[src/fcb_pkg.sv]
// Package with constants and types for the floating-point compare and branch block.
package fcb_pkg;
    // Primary opcode and sub-op encodings.
    localparam logic [5:0]  OP_FP_COPROC    = 6'h11;
    localparam logic [4:0]  SUB_BRANCH      = 5'h08;
    localparam logic [4:0]  FMT_SINGLE      = 5'h10;
    localparam logic [4:0]  FMT_DOUBLE      = 5'h11;
    localparam logic [1:0]  CMP_FUNC_HI     = 2'h3;
    // Instruction field positions.
    localparam int          OP_LSB          = 26;
    localparam int          FMT_LSB         = 21;
    localparam int          FT_LSB          = 16;
    localparam int          FS_LSB          = 11;
    localparam int          CMP_CC_LSB      = 8;
    localparam int          BR_CC_LSB       = 18;
    localparam int          BR_ND_BIT       = 17;
    localparam int          BR_TF_BIT       = 16;
    localparam int          OFFSET_SHIFT    = 2;
    // Control and status bit positions and reset values.
    localparam int          CS_COND_BIT     = 23;
    localparam int          CS_FLAG_INV_BIT = 6;
    localparam int          CS_EN_INV_BIT   = 11;
    localparam int          CS_CAUSE_INV_BIT = 16;
    localparam logic [31:0] CS_RESET        = 32'h0000_0000;
    localparam logic [7:0]  CC_RESET        = 8'h00;
    // Register bus map.
    localparam logic [7:0]  ADDR_CS         = 8'h00;
    localparam logic [7:0]  ADDR_CC         = 8'h04;
    localparam logic [7:0]  ADDR_CTRL       = 8'h08;
    localparam logic [7:0]  ADDR_IRQ_STAT   = 8'h0C;
    localparam logic [7:0]  ADDR_IRQ_CLR    = 8'h10;
    localparam logic [7:0]  ADDR_IRQ_EN     = 8'h14;
    localparam logic [31:0] CTRL_RESET      = 32'h0000_0001;
    // Interrupt event bits.
    localparam int          EV_INVALID      = 0;
    localparam int          EV_TAKEN        = 1;
    localparam int          EV_NULLIFY      = 2;
    localparam int          EV_FAULT        = 3;
    localparam int          EV_N            = 4;
    // Exception codes presented with the exception strobe.
    typedef enum logic [1:0]
    {
        FCB_EXC_NONE    = 2'b00,
        FCB_EXC_UNUSABLE = 2'b01,
        FCB_EXC_RESERVED = 2'b10,
        FCB_EXC_INVALID = 2'b11
    } fcb_exc_t;
endpackage

[src/fcb_core.sv]
// Floating-point compare and condition-code branch unit with an AHB-Lite register port.
`timescale 1ns/100ps
// Functional notes
// - Target is offset shifted left two, sign extended, plus delay-slot address.
// - True branch redirects only on code bit one, after the delay slot.
// - Likely forms not taken suppress the delay-slot instruction.
// - Condition is code bit equals tf; else nullify when nd set.
// - Branch decode: coprocessor opcode, sub-op 01000, nd and tf fields.
// - Eight condition bits; code 0 also drives condition signal and status C.
// - Compare decode: format, two sources, 3-bit code select, 4-bit predicate.
// - Comparison is exact and never overflows or underflows.
// - Without exception the result writes the chosen code bit, true as one.
// - Predicate bit 3 with any NaN raises Invalid Operation.
// - Invalid sets the flag; if enabled, no write and immediate exception.
// - Exactly one of greater, less, equal, unordered; NaN is unordered.
// - Positive and negative zero compare equal.
// - True branch tests the predicate, false branch tests its complement.
// - Result ORs less, equal, unordered by predicate bits; code 0 updates legacy.
// - False forms use tf zero and branch when the code bit is zero.
module fcb_core
#(
    parameter int ADDR_W = 32
)
(
    input  wire logic              clk,
    input  wire logic              rst_n,
    input  wire logic              issue_valid,
    input  wire logic [31:0]       issue_instr,
    input  wire logic [ADDR_W-1:0] issue_pc,
    input  wire logic [63:0]       fs_value,
    input  wire logic [63:0]       ft_value,
    output logic                   redirect_valid,
    output logic [ADDR_W-1:0]      redirect_target,
    output logic                   nullify_delay_slot,
    output logic                   exc_valid,
    output logic [1:0]             exc_code,
    output logic                   fp_condition_signal,
    output logic [7:0]             fp_condition_codes,
    output logic                   legacy_condition_input,
    output logic                   irq,
    input  wire logic              hsel,
    input  wire logic [31:0]       haddr,
    input  wire logic [1:0]        htrans,
    input  wire logic              hwrite,
    input  wire logic [2:0]        hsize,
    input  wire logic [31:0]       hwdata,
    input  wire logic              hready,
    output logic                   hreadyout,
    output logic                   hresp,
    output logic [31:0]            hrdata
);
    localparam int     EV_N_W = fcb_pkg::EV_N;
    logic [31:0]       fp_control_status;
    logic [31:0]       ctrl;
    logic [EV_N_W-1:0] irq_stat;
    logic [EV_N_W-1:0] irq_en;
    logic              ph_valid;
    logic              ph_write;
    logic [7:0]        ph_addr;
    logic              wr_cs;
    logic              wr_ctrl;
    logic              wr_clr;
    logic              wr_en;

    // Test for NaN: all-ones exponent with a non-zero fraction.
    function automatic logic is_nan(input logic [63:0] v, input logic dbl);
        if (dbl)
            is_nan = (v[62:52] == 11'h7FF) && (v[51:0] != 52'h0);
        else
            is_nan = (v[30:23] == 8'hFF) && (v[22:0] != 23'h0);
    endfunction

    // Signed-magnitude less-than; zeros of either sign are treated as equal.
    function automatic logic mag_less(input logic [63:0] a, input logic [63:0] b,
                                      input logic dbl);
        logic        sa;
        logic        sb;
        logic [62:0] ma;
        logic [62:0] mb;
        sa = dbl ? a[63] : a[31];
        sb = dbl ? b[63] : b[31];
        ma = dbl ? a[62:0] : {32'h0, a[30:0]};
        mb = dbl ? b[62:0] : {32'h0, b[30:0]};
        if (ma == 63'h0 && mb == 63'h0)
            mag_less = 1'b0;
        else if (sa != sb)
            mag_less = sa;
        else
            mag_less = sa ? (ma > mb) : (ma < mb);
    endfunction

    // Instruction decode.
    logic       is_cop;
    logic       is_branch;
    logic       is_cmp;
    logic       fmt_dbl;
    logic       fmt_ok;
    logic [2:0] cc_sel;
    logic       nd;
    logic       tf;
    logic [3:0] pred;
    logic       cop_enabled;
    logic       legacy_mode;
    assign is_cop      = issue_instr[31:fcb_pkg::OP_LSB] == fcb_pkg::OP_FP_COPROC;
    assign is_branch   = is_cop && issue_instr[25:21] == fcb_pkg::SUB_BRANCH;
    assign fmt_dbl     = issue_instr[25:21] == fcb_pkg::FMT_DOUBLE;
    assign fmt_ok      = fmt_dbl || issue_instr[25:21] == fcb_pkg::FMT_SINGLE;
    assign is_cmp      = is_cop && fmt_ok && issue_instr[5:4] == fcb_pkg::CMP_FUNC_HI;
    assign nd          = issue_instr[fcb_pkg::BR_ND_BIT];
    assign tf          = issue_instr[fcb_pkg::BR_TF_BIT];
    assign pred        = issue_instr[3:0];
    assign cop_enabled = ctrl[0];
    assign legacy_mode = ctrl[1];
    // Legacy levels only know code 0, so the field is forced there.
    assign cc_sel = legacy_mode ? 3'h0 : (is_branch ? issue_instr[20:18] : issue_instr[10:8]);

    // Reserved when the code field is non-zero in legacy mode or compare pad bits are set.
    logic bad_enc;
    assign bad_enc = is_branch ? (legacy_mode && issue_instr[20:18] != 3'h0)
                   : (issue_instr[7:6] != 2'h0 || (legacy_mode && issue_instr[10:8] != 3'h0));

    // Ordering relations; at most one holds for any pair, none when greater.
    logic unord;
    logic less;
    logic equal;
    assign unord = is_nan(fs_value, fmt_dbl) || is_nan(ft_value, fmt_dbl);
    assign less  = !unord && mag_less(fs_value, ft_value, fmt_dbl);
    assign equal = !unord && !less && !mag_less(ft_value, fs_value, fmt_dbl);

    logic cmp_result;
    logic invalid;
    logic inv_trap;
    assign cmp_result = (pred[2] & less) | (pred[1] & equal) | (pred[0] & unord);
    assign invalid    = pred[3] && unord;
    assign inv_trap   = invalid && fp_control_status[fcb_pkg::CS_EN_INV_BIT];

    // Classified strobes for this issue.
    logic fault;
    logic do_cmp;
    logic do_br;
    assign fault  = issue_valid && (is_branch || is_cmp) && (!cop_enabled || bad_enc);
    assign do_cmp = issue_valid && is_cmp && !fault;
    assign do_br  = issue_valid && is_branch && !fault;

    // Branch condition: the code bit compared with tf covers true and false forms.
    logic br_cond;
    logic [ADDR_W-1:0] br_offset;
    assign br_cond   = fp_condition_codes[cc_sel] == tf;
    assign br_offset = ADDR_W'({{(ADDR_W-18){issue_instr[15]}}, issue_instr[15:0], 2'b00});

    // Condition codes; a trapped invalid compare leaves them unchanged.
    always_ff @(posedge clk or negedge rst_n)
    begin
        if (!rst_n)
            fp_condition_codes <= fcb_pkg::CC_RESET;
        else if (do_cmp && !inv_trap)
            fp_condition_codes[cc_sel] <= cmp_result;
    end

    // Code 0 mirrors into the legacy condition input and the status C bit.
    assign fp_condition_signal    = fp_condition_codes[0];
    assign legacy_condition_input = fp_condition_codes[0];

    // Control and status: C bit mirrors code 0, sticky invalid flag, writable enables.
    always_ff @(posedge clk or negedge rst_n)
    begin
        if (!rst_n)
            fp_control_status <= fcb_pkg::CS_RESET;
        else
        begin
            if (wr_cs)
                fp_control_status <= hwdata;
            fp_control_status[fcb_pkg::CS_COND_BIT] <= (do_cmp && !inv_trap && cc_sel == 3'h0)
                ? cmp_result : fp_condition_codes[0];
            if (do_cmp)
                fp_control_status[fcb_pkg::CS_CAUSE_INV_BIT] <= invalid;
            if (do_cmp && invalid)
                fp_control_status[fcb_pkg::CS_FLAG_INV_BIT] <= 1'b1;
        end
    end

    // Branch resolution is registered, so redirect lands after the delay slot issues.
    always_ff @(posedge clk or negedge rst_n)
    begin
        if (!rst_n)
        begin
            redirect_valid     <= 1'b0;
            redirect_target    <= '0;
            nullify_delay_slot <= 1'b0;
        end
        else
        begin
            redirect_valid     <= do_br && br_cond;
            redirect_target    <= issue_pc + ADDR_W'(4) + br_offset;
            nullify_delay_slot <= do_br && !br_cond && nd;
        end
    end

    // Exceptions: unusable outranks reserved, and the invalid trap is taken at once.
    always_ff @(posedge clk or negedge rst_n)
    begin
        if (!rst_n)
        begin
            exc_valid <= 1'b0;
            exc_code  <= fcb_pkg::FCB_EXC_NONE;
        end
        else
        begin
            exc_valid <= fault || (do_cmp && inv_trap);
            if (fault && !cop_enabled)
                exc_code <= fcb_pkg::FCB_EXC_UNUSABLE;
            else if (fault)
                exc_code <= fcb_pkg::FCB_EXC_RESERVED;
            else if (do_cmp && inv_trap)
                exc_code <= fcb_pkg::FCB_EXC_INVALID;
            else
                exc_code <= fcb_pkg::FCB_EXC_NONE;
        end
    end

    // AHB-Lite slave: zero wait states, always OKAY.
    assign hreadyout = 1'b1;
    assign hresp     = 1'b0;
    assign wr_cs     = ph_valid && ph_write && ph_addr == fcb_pkg::ADDR_CS;
    assign wr_ctrl   = ph_valid && ph_write && ph_addr == fcb_pkg::ADDR_CTRL;
    assign wr_clr    = ph_valid && ph_write && ph_addr == fcb_pkg::ADDR_IRQ_CLR;
    assign wr_en     = ph_valid && ph_write && ph_addr == fcb_pkg::ADDR_IRQ_EN;

    // Address phase capture.
    always_ff @(posedge clk or negedge rst_n)
    begin
        if (!rst_n)
        begin
            ph_valid <= 1'b0;
            ph_write <= 1'b0;
            ph_addr  <= 8'h00;
        end
        else if (hready)
        begin
            ph_valid <= hsel && htrans[1];
            ph_write <= hwrite;
            ph_addr  <= haddr[7:0];
        end
    end

    // Read data is registered from the address phase; unmapped addresses read zero.
    always_ff @(posedge clk or negedge rst_n)
    begin
        if (!rst_n)
            hrdata <= 32'h0000_0000;
        else if (hready && hsel && htrans[1] && !hwrite)
        begin
            unique case (haddr[7:0])
                fcb_pkg::ADDR_CS:       hrdata <= fp_control_status;
                fcb_pkg::ADDR_CC:       hrdata <= {24'h0, fp_condition_codes};
                fcb_pkg::ADDR_CTRL:     hrdata <= ctrl;
                fcb_pkg::ADDR_IRQ_STAT: hrdata <= {28'h0, irq_stat};
                fcb_pkg::ADDR_IRQ_EN:   hrdata <= {28'h0, irq_en};
                default:                hrdata <= 32'h0000_0000;
            endcase
        end
    end

    // Control register: bit 0 coprocessor enable, bit 1 legacy single-code mode.
    always_ff @(posedge clk or negedge rst_n)
    begin
        if (!rst_n)
            ctrl <= fcb_pkg::CTRL_RESET;
        else if (wr_ctrl)
            ctrl <= {30'h0, hwdata[1:0]};
    end

    // Interrupt events; a new event in the clear cycle wins over the clear.
    logic [EV_N_W-1:0] ev;
    assign ev = {fault, do_br && !br_cond && nd, do_br && br_cond, do_cmp && invalid};
    always_ff @(posedge clk or negedge rst_n)
    begin
        if (!rst_n)
        begin
            irq_stat <= '0;
            irq_en   <= '0;
        end
        else
        begin
            irq_stat <= (irq_stat & ~(wr_clr ? hwdata[EV_N_W-1:0] : '0)) | ev;
            if (wr_en)
                irq_en <= hwdata[EV_N_W-1:0];
        end
    end
    assign irq = |(irq_stat & irq_en);

    // A branch is redirected or nullified, never both.
    redirect_excl_a: assert property (@(posedge clk) disable iff (!rst_n)
        !(redirect_valid && nullify_delay_slot))
        else $error("Redirect and nullify asserted together.");
    // Target is delay-slot address plus the scaled offset.
    target_calc_a: assert property (@(posedge clk) disable iff (!rst_n)
        do_br |=> redirect_target == $past(issue_pc) + ADDR_W'(4) + $past(br_offset))
        else $error("Branch target mismatch.");
    // True branch redirects one cycle later exactly when its bit is one.
    true_branch_a: assert property (@(posedge clk) disable iff (!rst_n)
        (do_br && tf) |=> redirect_valid == $past(fp_condition_codes[cc_sel]))
        else $error("True branch redirect wrong.");
    // False branch redirects when the bit is zero.
    false_branch_a: assert property (@(posedge clk) disable iff (!rst_n)
        (do_br && !tf) |=> redirect_valid == !$past(fp_condition_codes[cc_sel]))
        else $error("False branch redirect wrong.");
    // Likely branch not taken nullifies the slot.
    likely_null_a: assert property (@(posedge clk) disable iff (!rst_n)
        (do_br && nd && !br_cond) |=> nullify_delay_slot)
        else $error("Likely branch did not nullify.");
    // Trapped invalid compare leaves condition codes untouched.
    trap_nowrite_a: assert property (@(posedge clk) disable iff (!rst_n)
        (do_cmp && inv_trap) |=> $stable(fp_condition_codes) && exc_valid)
        else $error("Trapped compare wrote a code.");
    // Untrapped compare writes the predicate result.
    cmp_write_a: assert property (@(posedge clk) disable iff (!rst_n)
        (do_cmp && !inv_trap) |=> fp_condition_codes[$past(cc_sel)] == $past(cmp_result))
        else $error("Compare result not written.");
    // Invalid sets the sticky flag.
    inv_flag_a: assert property (@(posedge clk) disable iff (!rst_n)
        (do_cmp && invalid) |=> fp_control_status[fcb_pkg::CS_FLAG_INV_BIT])
        else $error("Invalid flag not set.");
    // Disabled coprocessor raises Unusable.
    unusable_exc_a: assert property (@(posedge clk) disable iff (!rst_n)
        (issue_valid && (is_branch || is_cmp) && !cop_enabled)
        |=> exc_valid && exc_code == fcb_pkg::FCB_EXC_UNUSABLE)
        else $error("Unusable exception missing.");
    // Relations are mutually exclusive, and identical non-NaN words always compare equal.
    rel_onehot_a: assert property (@(posedge clk) disable iff (!rst_n)
        $onehot0({less, equal, unord}))
        else $error("Ordering relations overlap.");
    rel_equal_a: assert property (@(posedge clk) disable iff (!rst_n)
        (!unord && fs_value == ft_value) |-> equal)
        else $error("Equal operands not reported equal.");
endmodule

[config.mk]
export PLATFORM = sky130hd
export DESIGN_NAME = fcb_core
export DESIGN_NICKNAME = d
export VERILOG_FILES = /design/src/fcb_pkg.sv /design/src/fcb_core.sv
export SDC_FILE = /design/constraint.sdc
export NUM_CORES = 1
export LEC_CHECK = 0
export BUFFER_PORTS_ARGS = -buffer_cell sky130_fd_sc_hd__buf_2
export CORE_MARGIN = 4
export CORE_UTILIZATION = 43
export DETAILED_ROUTE_END_ITERATION = 16
export PLACE_DENSITY = 0.85
export SYNTH_ARGS = -nofsm -noshare
export SYNTH_HDL_FRONTEND = slang
export SYNTH_SLANG_ARGS = --single-unit
[constraint.sdc]
create_clock -name clk -period 1.82 [get_ports clk]
set_input_delay 0.182 -clock clk [delete_from_list [all_inputs] [get_ports clk]]
set_output_delay 0.182 -clock clk [all_outputs]
set_load 0.02 [all_outputs]
# Word level (Yosys, flattened, before mapping)
# Index checks and enable logic that the tools add are counted.
[word_totals] reg_bits=129 out_inout_bits=82 wordCells=150 inputBits=267
[op_classes] n_addsub=2 n_reduce_logical=68 bitwise=9 n_lt_le_gt_ge=6 n_eq_ne=19 mux=29
[ops] cell="$pmux 32 s5" count=1
[ops] cell="$gt 63x63->1" count=2
[ops] cell="$logic_not 63->1" count=2
[ops] cell="$lt 63x63->1" count=2
[ops] cell="$mux 63" count=2
[ops] cell="$reduce_bool 52->1" count=2
[ops] cell="$reduce_bool 23->1" count=2
[ops] cell="$logic_and 1x1->1" count=39
[ops] cell="$add 32x3->32 const B" count=1
[ops] cell="$add 32x32->32" count=1
[ops] cell="$eq 8x4->1 const B" count=3
[ops] cell="$eq 8x5->1 const B" count=3
[ops] cell="$eq 11x11->1 const B" count=2
[ops] cell="$mux 17" count=1
[ops] cell="$eq 8x8->1 const B" count=2
[ops] cell="$logic_not 8->1" count=2
[ops] cell="$mux 1" count=16
[ops] cell="$eq 5x5->1 const B" count=2
[ops] cell="$and 4x4->4" count=2
[ops] cell="$bwmux 8" count=1
[ops] cell="$eq 8x3->1 const B" count=1
[ops] cell="$logic_not 1->1" count=8
[ops] cell="$eq 6x5->1 const B" count=1
[ops] cell="$logic_or 1x1->1" count=6
[ops] cell="19 further kinds" count=29

# Depth between registers and ports, before layout
[logic_depth] word_depth=14 depth_mapped=15 depth_no_buf=14

# Worst setup path after synthesis
# No wires, ideal clock.
[synth_path] path_kind="in2reg" startpoint="input issue_instr[22]" endpoint="register fp_condition_codes[3]" slack_ns=-1.956 required_time_ns=1.661 path_stages=14 setup_ns=0.159 t_arrival_ns=3.617 path_buffers=2 path_cell_list="nor4b_1 > and2_1 > buf_2 > clkbuf_1 > nand2_1 > ha_1 > nand4_1 > nor4_1 > nand3_1 > nand3b_1 > nor4_1 > a21oi_1 > o211ai_1 > a41oi_1"
[synth_via] elab_chain_cells=14 elab_cells_between_ends=60 cone_classes="order compare: 6; eq/ne: 5; mux: 18; bitwise: 5; reduce/logical: 26"
[synth_lines] element="start, declared" line_no="fcb_core.sv:28" text="input wire logic [31:0] issue_instr,"
[synth_lines] element="$eq 5x5->1" line_no="fcb_core.sv:106" text="assign fmt_dbl = issue_instr[25:21] == fcb_pkg::FMT_DOUBLE;"
[synth_lines] element="$mux 63" line_no="fcb_core.sv:82, fcb_core.sv:83"
[synth_lines] element="$lt 63x63->1 or $gt 63x63->1 (tied branches)" line_no="fcb_core.sv:89" text="mag_less = sa ? (ma > mb) : (ma < mb);"
[synth_lines] element="$mux 1" line_no="fcb_core.sv:89"
[synth_lines] element="$mux 1" line_no="fcb_core.sv:86" text="else if (sa != sb)"
[synth_lines] element="$mux 1" line_no="fcb_core.sv:84" text="if (ma == 63'h0 && mb == 63'h0)"
[synth_lines] element="$logic_and 1x1->1" line_no="fcb_core.sv:127" text="assign less = !unord && mag_less(fs_value, ft_value, fmt_dbl);"
[synth_lines] element="$logic_not 1->1" line_no="fcb_core.sv:128" text="assign equal = !unord && !less && !mag_less(ft_value, fs_value, fmt_dbl);"
[synth_lines] element="$logic_and 1x1->1 (2 in a row)" line_no="fcb_core.sv:128"
[synth_lines] element="$and 1x1->1" line_no="fcb_core.sv:133" text="assign cmp_result = (pred[2] & less) | (pred[1] & equal) | (pred[0] & unord);"
[synth_lines] element="$or 1x1->1 (2 in a row)" line_no="fcb_core.sv:133"
[synth_lines] element="$bwmux 8" line_no="fcb_core.sv:157" text="fp_condition_codes[cc_sel] <= cmp_result;"
[synth_lines] element="end signal, assigned" line_no="fcb_core.sv:155" text="fp_condition_codes <= fcb_pkg::CC_RESET;"
[synth_lines] element="end signal, assigned by index" line_no="fcb_core.sv:157"
[synth_lines] element="end, declared" line_no="fcb_core.sv:38" text="output logic [7:0] fp_condition_codes,"
# Parallel ways exist; a longest one is shown, timed or not.
# A chain may end at the register's enable or synchronous reset.

# Worst setup path in the final report
[layout_path] startpoint="input issue_instr[23]" endpoint="register fp_condition_codes[3]"
# The elaborated chain is that of the path after synthesis.

==> flow_metrics.env <==
export IMPL_ys_seq_elements=129
export IMPL_min_period_ns=3.02
export IMPL_dp_hpwl_mm=25.8
export IMPL_cp_slowest_cell="nor4b_4"
export IMPL_period_share_pct=166
export IMPL_ys_warn_count=0
export IMPL_hold_class="input pin to register"
export IMPL_ys_types=67
export IMPL_timing_slew_headroom_pct=61.0
export IMPL_cp_start_kind="input pin"
export IMPL_dieArea_um2=23700
export IMPL_path_buf_inv=9
export IMPL_io_pin_count=349
export IMPL_path_cells="buf_8, nor4b_4, and2_4, buf_12, nand2_4, ha_4, nand4_1, buf_4, buf_4, buf_4, buf_4, buf_4, buf_4, o21ai_0, a21oi_1, o221a_2, a21o_1, o211ai_1, buf_4, a41oi_2"
export IMPL_power_density_nw_per_um2=669
export IMPL_grt_pass1_vias=11000
export IMPL_cts_root_buf="clkbuf_16"
export IMPL_crit_fanout=6
export IMPL_drc=0
export IMPL_synth_most_common_cell="dfrtp_1"
export IMPL_multiInputGateArea_um2=6760
export IMPL_hold_viol=0
export IMPL_clock_sinks=129
export IMPL_wl_met3_mm=2.47
export IMPL_reg2reg_slack_ns=-0.20
export IMPL_synth_nets=1369
export IMPL_cp_required_ns=2.11
export IMPL_cts_buffers=17
export IMPL_clock_path_buffers=2
export IMPL_gr_total_overflow=0
export IMPL_top_layer="met5"
export IMPL_fp_row_count=53
export IMPL_port_buffers=317
export IMPL_final_seq_area_um2=3230
export IMPL_synthCells=981
export IMPL_fin_skew_ns=0.00869
export IMPL_routed_wl_mm=36.3
export IMPL_grt_pass1_wl_mm=54.2
export IMPL_viasPerCell=5.70
export IMPL_finalPower_mw=10.1
export IMPL_status="finished with violations"
export IMPL_power_static_leakage_nw=7.62
export IMPL_place_congestion=0.916
export IMPL_worstMarginPinSlew_ns=0.570
export IMPL_max_stage_delay_ns=0.32
export IMPL_synthTopCellsByCount="128 x dfrtp_1, 126 x nand2_1, 120 x ha_1"
export IMPL_first_iter_violations=624
export IMPL_finalNetCount=1939
export IMPL_wl_met1_mm=13.1
export IMPL_antenna_found_initial=3
export IMPL_ant_nets=0
export IMPL_holdWs_ns=0.00878
export IMPL_synth_top_area_cell="dfrtp_1"
export IMPL_area_delta_synth_final_pct=63.8
export IMPL_first_pass_iters=5
export IMPL_synth_main_ff_cell="dfrtp_1"
export IMPL_violations="negative setup slack"
export IMPL_crit_path_end_kind="register"
export IMPL_fillers=1435
export IMPL_htree_levels=4
export IMPL_avgSynthCellArea_um2=9.36
export IMPL_die_height_um=154
export IMPL_cpLargestDelayFamily="buffers and inverters"
export IMPL_timing_setup_critical_path_class="input pin to register"
export IMPL_ys_seq_area_share_pct=35.2
export IMPL_grt_total_usage_pct=28.2
export IMPL_cts_tree="built"
export IMPL_ir_drop_v=0.000539
export IMPL_wl_per_cell_um=19.7
export IMPL_crit_top_cell="buf_4"
export IMPL_setup_violations=39
export IMPL_clkSlewWorstSetupHoldPaths_ns=0.06
export IMPL_synth_area_leaders="dfrtp_1 35%, ha_1 16%, mux2_2 5.8%"
export IMPL_slew_violations=0
export IMPL_syn_area_um2=9180
export IMPL_grt_setup_unrepaired="true"
export IMPL_critPathArrivalTime_ns=3.31
export IMPL_synth_edf_count=0
export IMPL_start_util_pct=43.7
export IMPL_fp_dieW_um=154
export IMPL_setup_tns_ns=-18.23
export IMPL_core_area_um2=21000
export IMPL_num_vias=10500
export IMPL_synth_top_area_share_pct=34.9
export IMPL_met2_length_mm=18.8
export IMPL_clk_insertion_delay_late_ns=0.42
export IMPL_grt_max_degree=59
export IMPL_maxCapViolCount=0
export IMPL_drive_above_1_share_pct=51.7
export IMPL_async_reset_ff_share_pct=100
export IMPL_fmax_mhz=331
export IMPL_setup_ws_ns=-1.20
## power breakdown
group	total (mW)	internal, mW	switching [mW]
logic	3.26	1.58	1.68
registers	3.23	3.12	0.108
clock network	3.57	2.18	1.39
total	10.1	6.88	3.18
## layout by cell type, fill, tap and decap left out, types with 7 or more instances in the layout
cell,synthesis,routed
nand2_2,0,9
buf_4,5,234
mux2i_1,13,13
mux2_2,47,46
ha_1,120,76
nor4_1,31,27
xor2_1,10,7
xnor2_1,18,16
nand3_1,17,15
a21oi_1,46,31
buf_6,1,21
o21ai_1,1,8
nand2_4,0,7
buf_12,0,8
dfrtp_1,128,128
nand4_1,34,34
a21oi_2,0,14
buf_2,2,306
nor3_2,1,7
inv_1,46,43
ha_4,0,43
dlygate4sd3_1,0,14
clkbuf_16,0,17
nor3_1,24,16
nand2_1,126,110
a31oi_1,13,7
nor2_1,28,21
o21ai_0,56,46
and3_1,40,40
a21o_1,44,44
## final timing paths
| check | startpoint | to | cells past startpoint |
|---|---|---|---|
| min in group asynchronous | rst_n | redirect_target[1]$_DFF_PN0_ | 2 |
| max | issue_instr[23] | fp_condition_codes[3]$_DFFE_PN0P_ | 20 |
| min reg2reg | hrdata[17]$_DFFE_PN0P_ | hrdata[17]$_DFFE_PN0P_ | 2 |
| max reg2reg | ctrl[1]$_DFFE_PN0P_ | fp_condition_codes[7]$_DFFE_PN0P_ | 8 |
| max in group asynchronous | rst_n | ctrl[1]$_DFFE_PN0P_ | 3 |
| min | hwdata[9] | fp_control_status[9]$_DFFE_PN0P_ | 2 |
## per-stage QoR
stage	instance area [um2]	cells	util, %	worst slack [ns]
2_1_floorplan	9630	981	-	-1.29
3_3_place_gp	13100	1763	62.4	-1.43
3_5_place_dp	13100	1763	62.4	-1.60
4_1_cts	14600	1834	69.5	-1.06
5_1_grt	15000	1841	71.5	-1.37
6_report	15000	1841	71.5	-1.20
## timing repair
| item | 4_1_cts | 5_1_grt |
|---|---|---|
| gates cloned | 3 | 0 |
| endpoints found under the setup margin | 37 | 69 |
| pin swaps | 66 | 55 |
| hold endpoints to repair | 60 | 0 |
| setup buffers | 26 | 10 |
| hold buffers | 14 | 0 |
| resized for setup | 85 | 71 |
## cells by family (layout without fill, tap and decap cells)
group / after synthesis / in the layout / synth area share [%]
and+or+nand+nor: 344 / 344 / 19.4
AOI/OAI and AO/OA: 212 / 212 / 14.7
DFF: 129 / 129 / 35.2
adders and majority gates: 121 / 121 / 16.6
buffers and inverters: 83 / 666 / 3.72
muxes: 62 / 62 / 7.67
xor gates and xnor gates: 28 / 28 / 2.67
other: 2 / 4 / 0.0818
## cell type report
| cell class | count | share of cell area (%) |
|---|---|---|
| clock inverter | 14 | 1.21 |
| sequential | 129 | 21.5 |
| timing repair buffer | 588 | 26.0 |
| tap | 275 | 2.29 |
| antenna | 2 | 0.0333 |
| inverter | 46 | 1.18 |
| clock buffer | 18 | 2.85 |
| multi-input combinational | 769 | 44.9 |
## flip-flops by register name, indices dropped and copies added (netlist names), 2 cells and up
register            count
fp_condition_codes      8
hrdata                 32
fp_control_status      32
exc_code                2
redirect_target        32
irq_stat                4
irq_en                  4
ctrl                    2
ph_addr                 8
## routing by layer
layer,vias to the layer above,track usage (%)
met5,-,0
met4,2,11.3
met3,157,5.99
met2,534,52.4
met1,5026,31.2
li1,4773,-
Note: power is estimated with default switching activity, not from simulation.
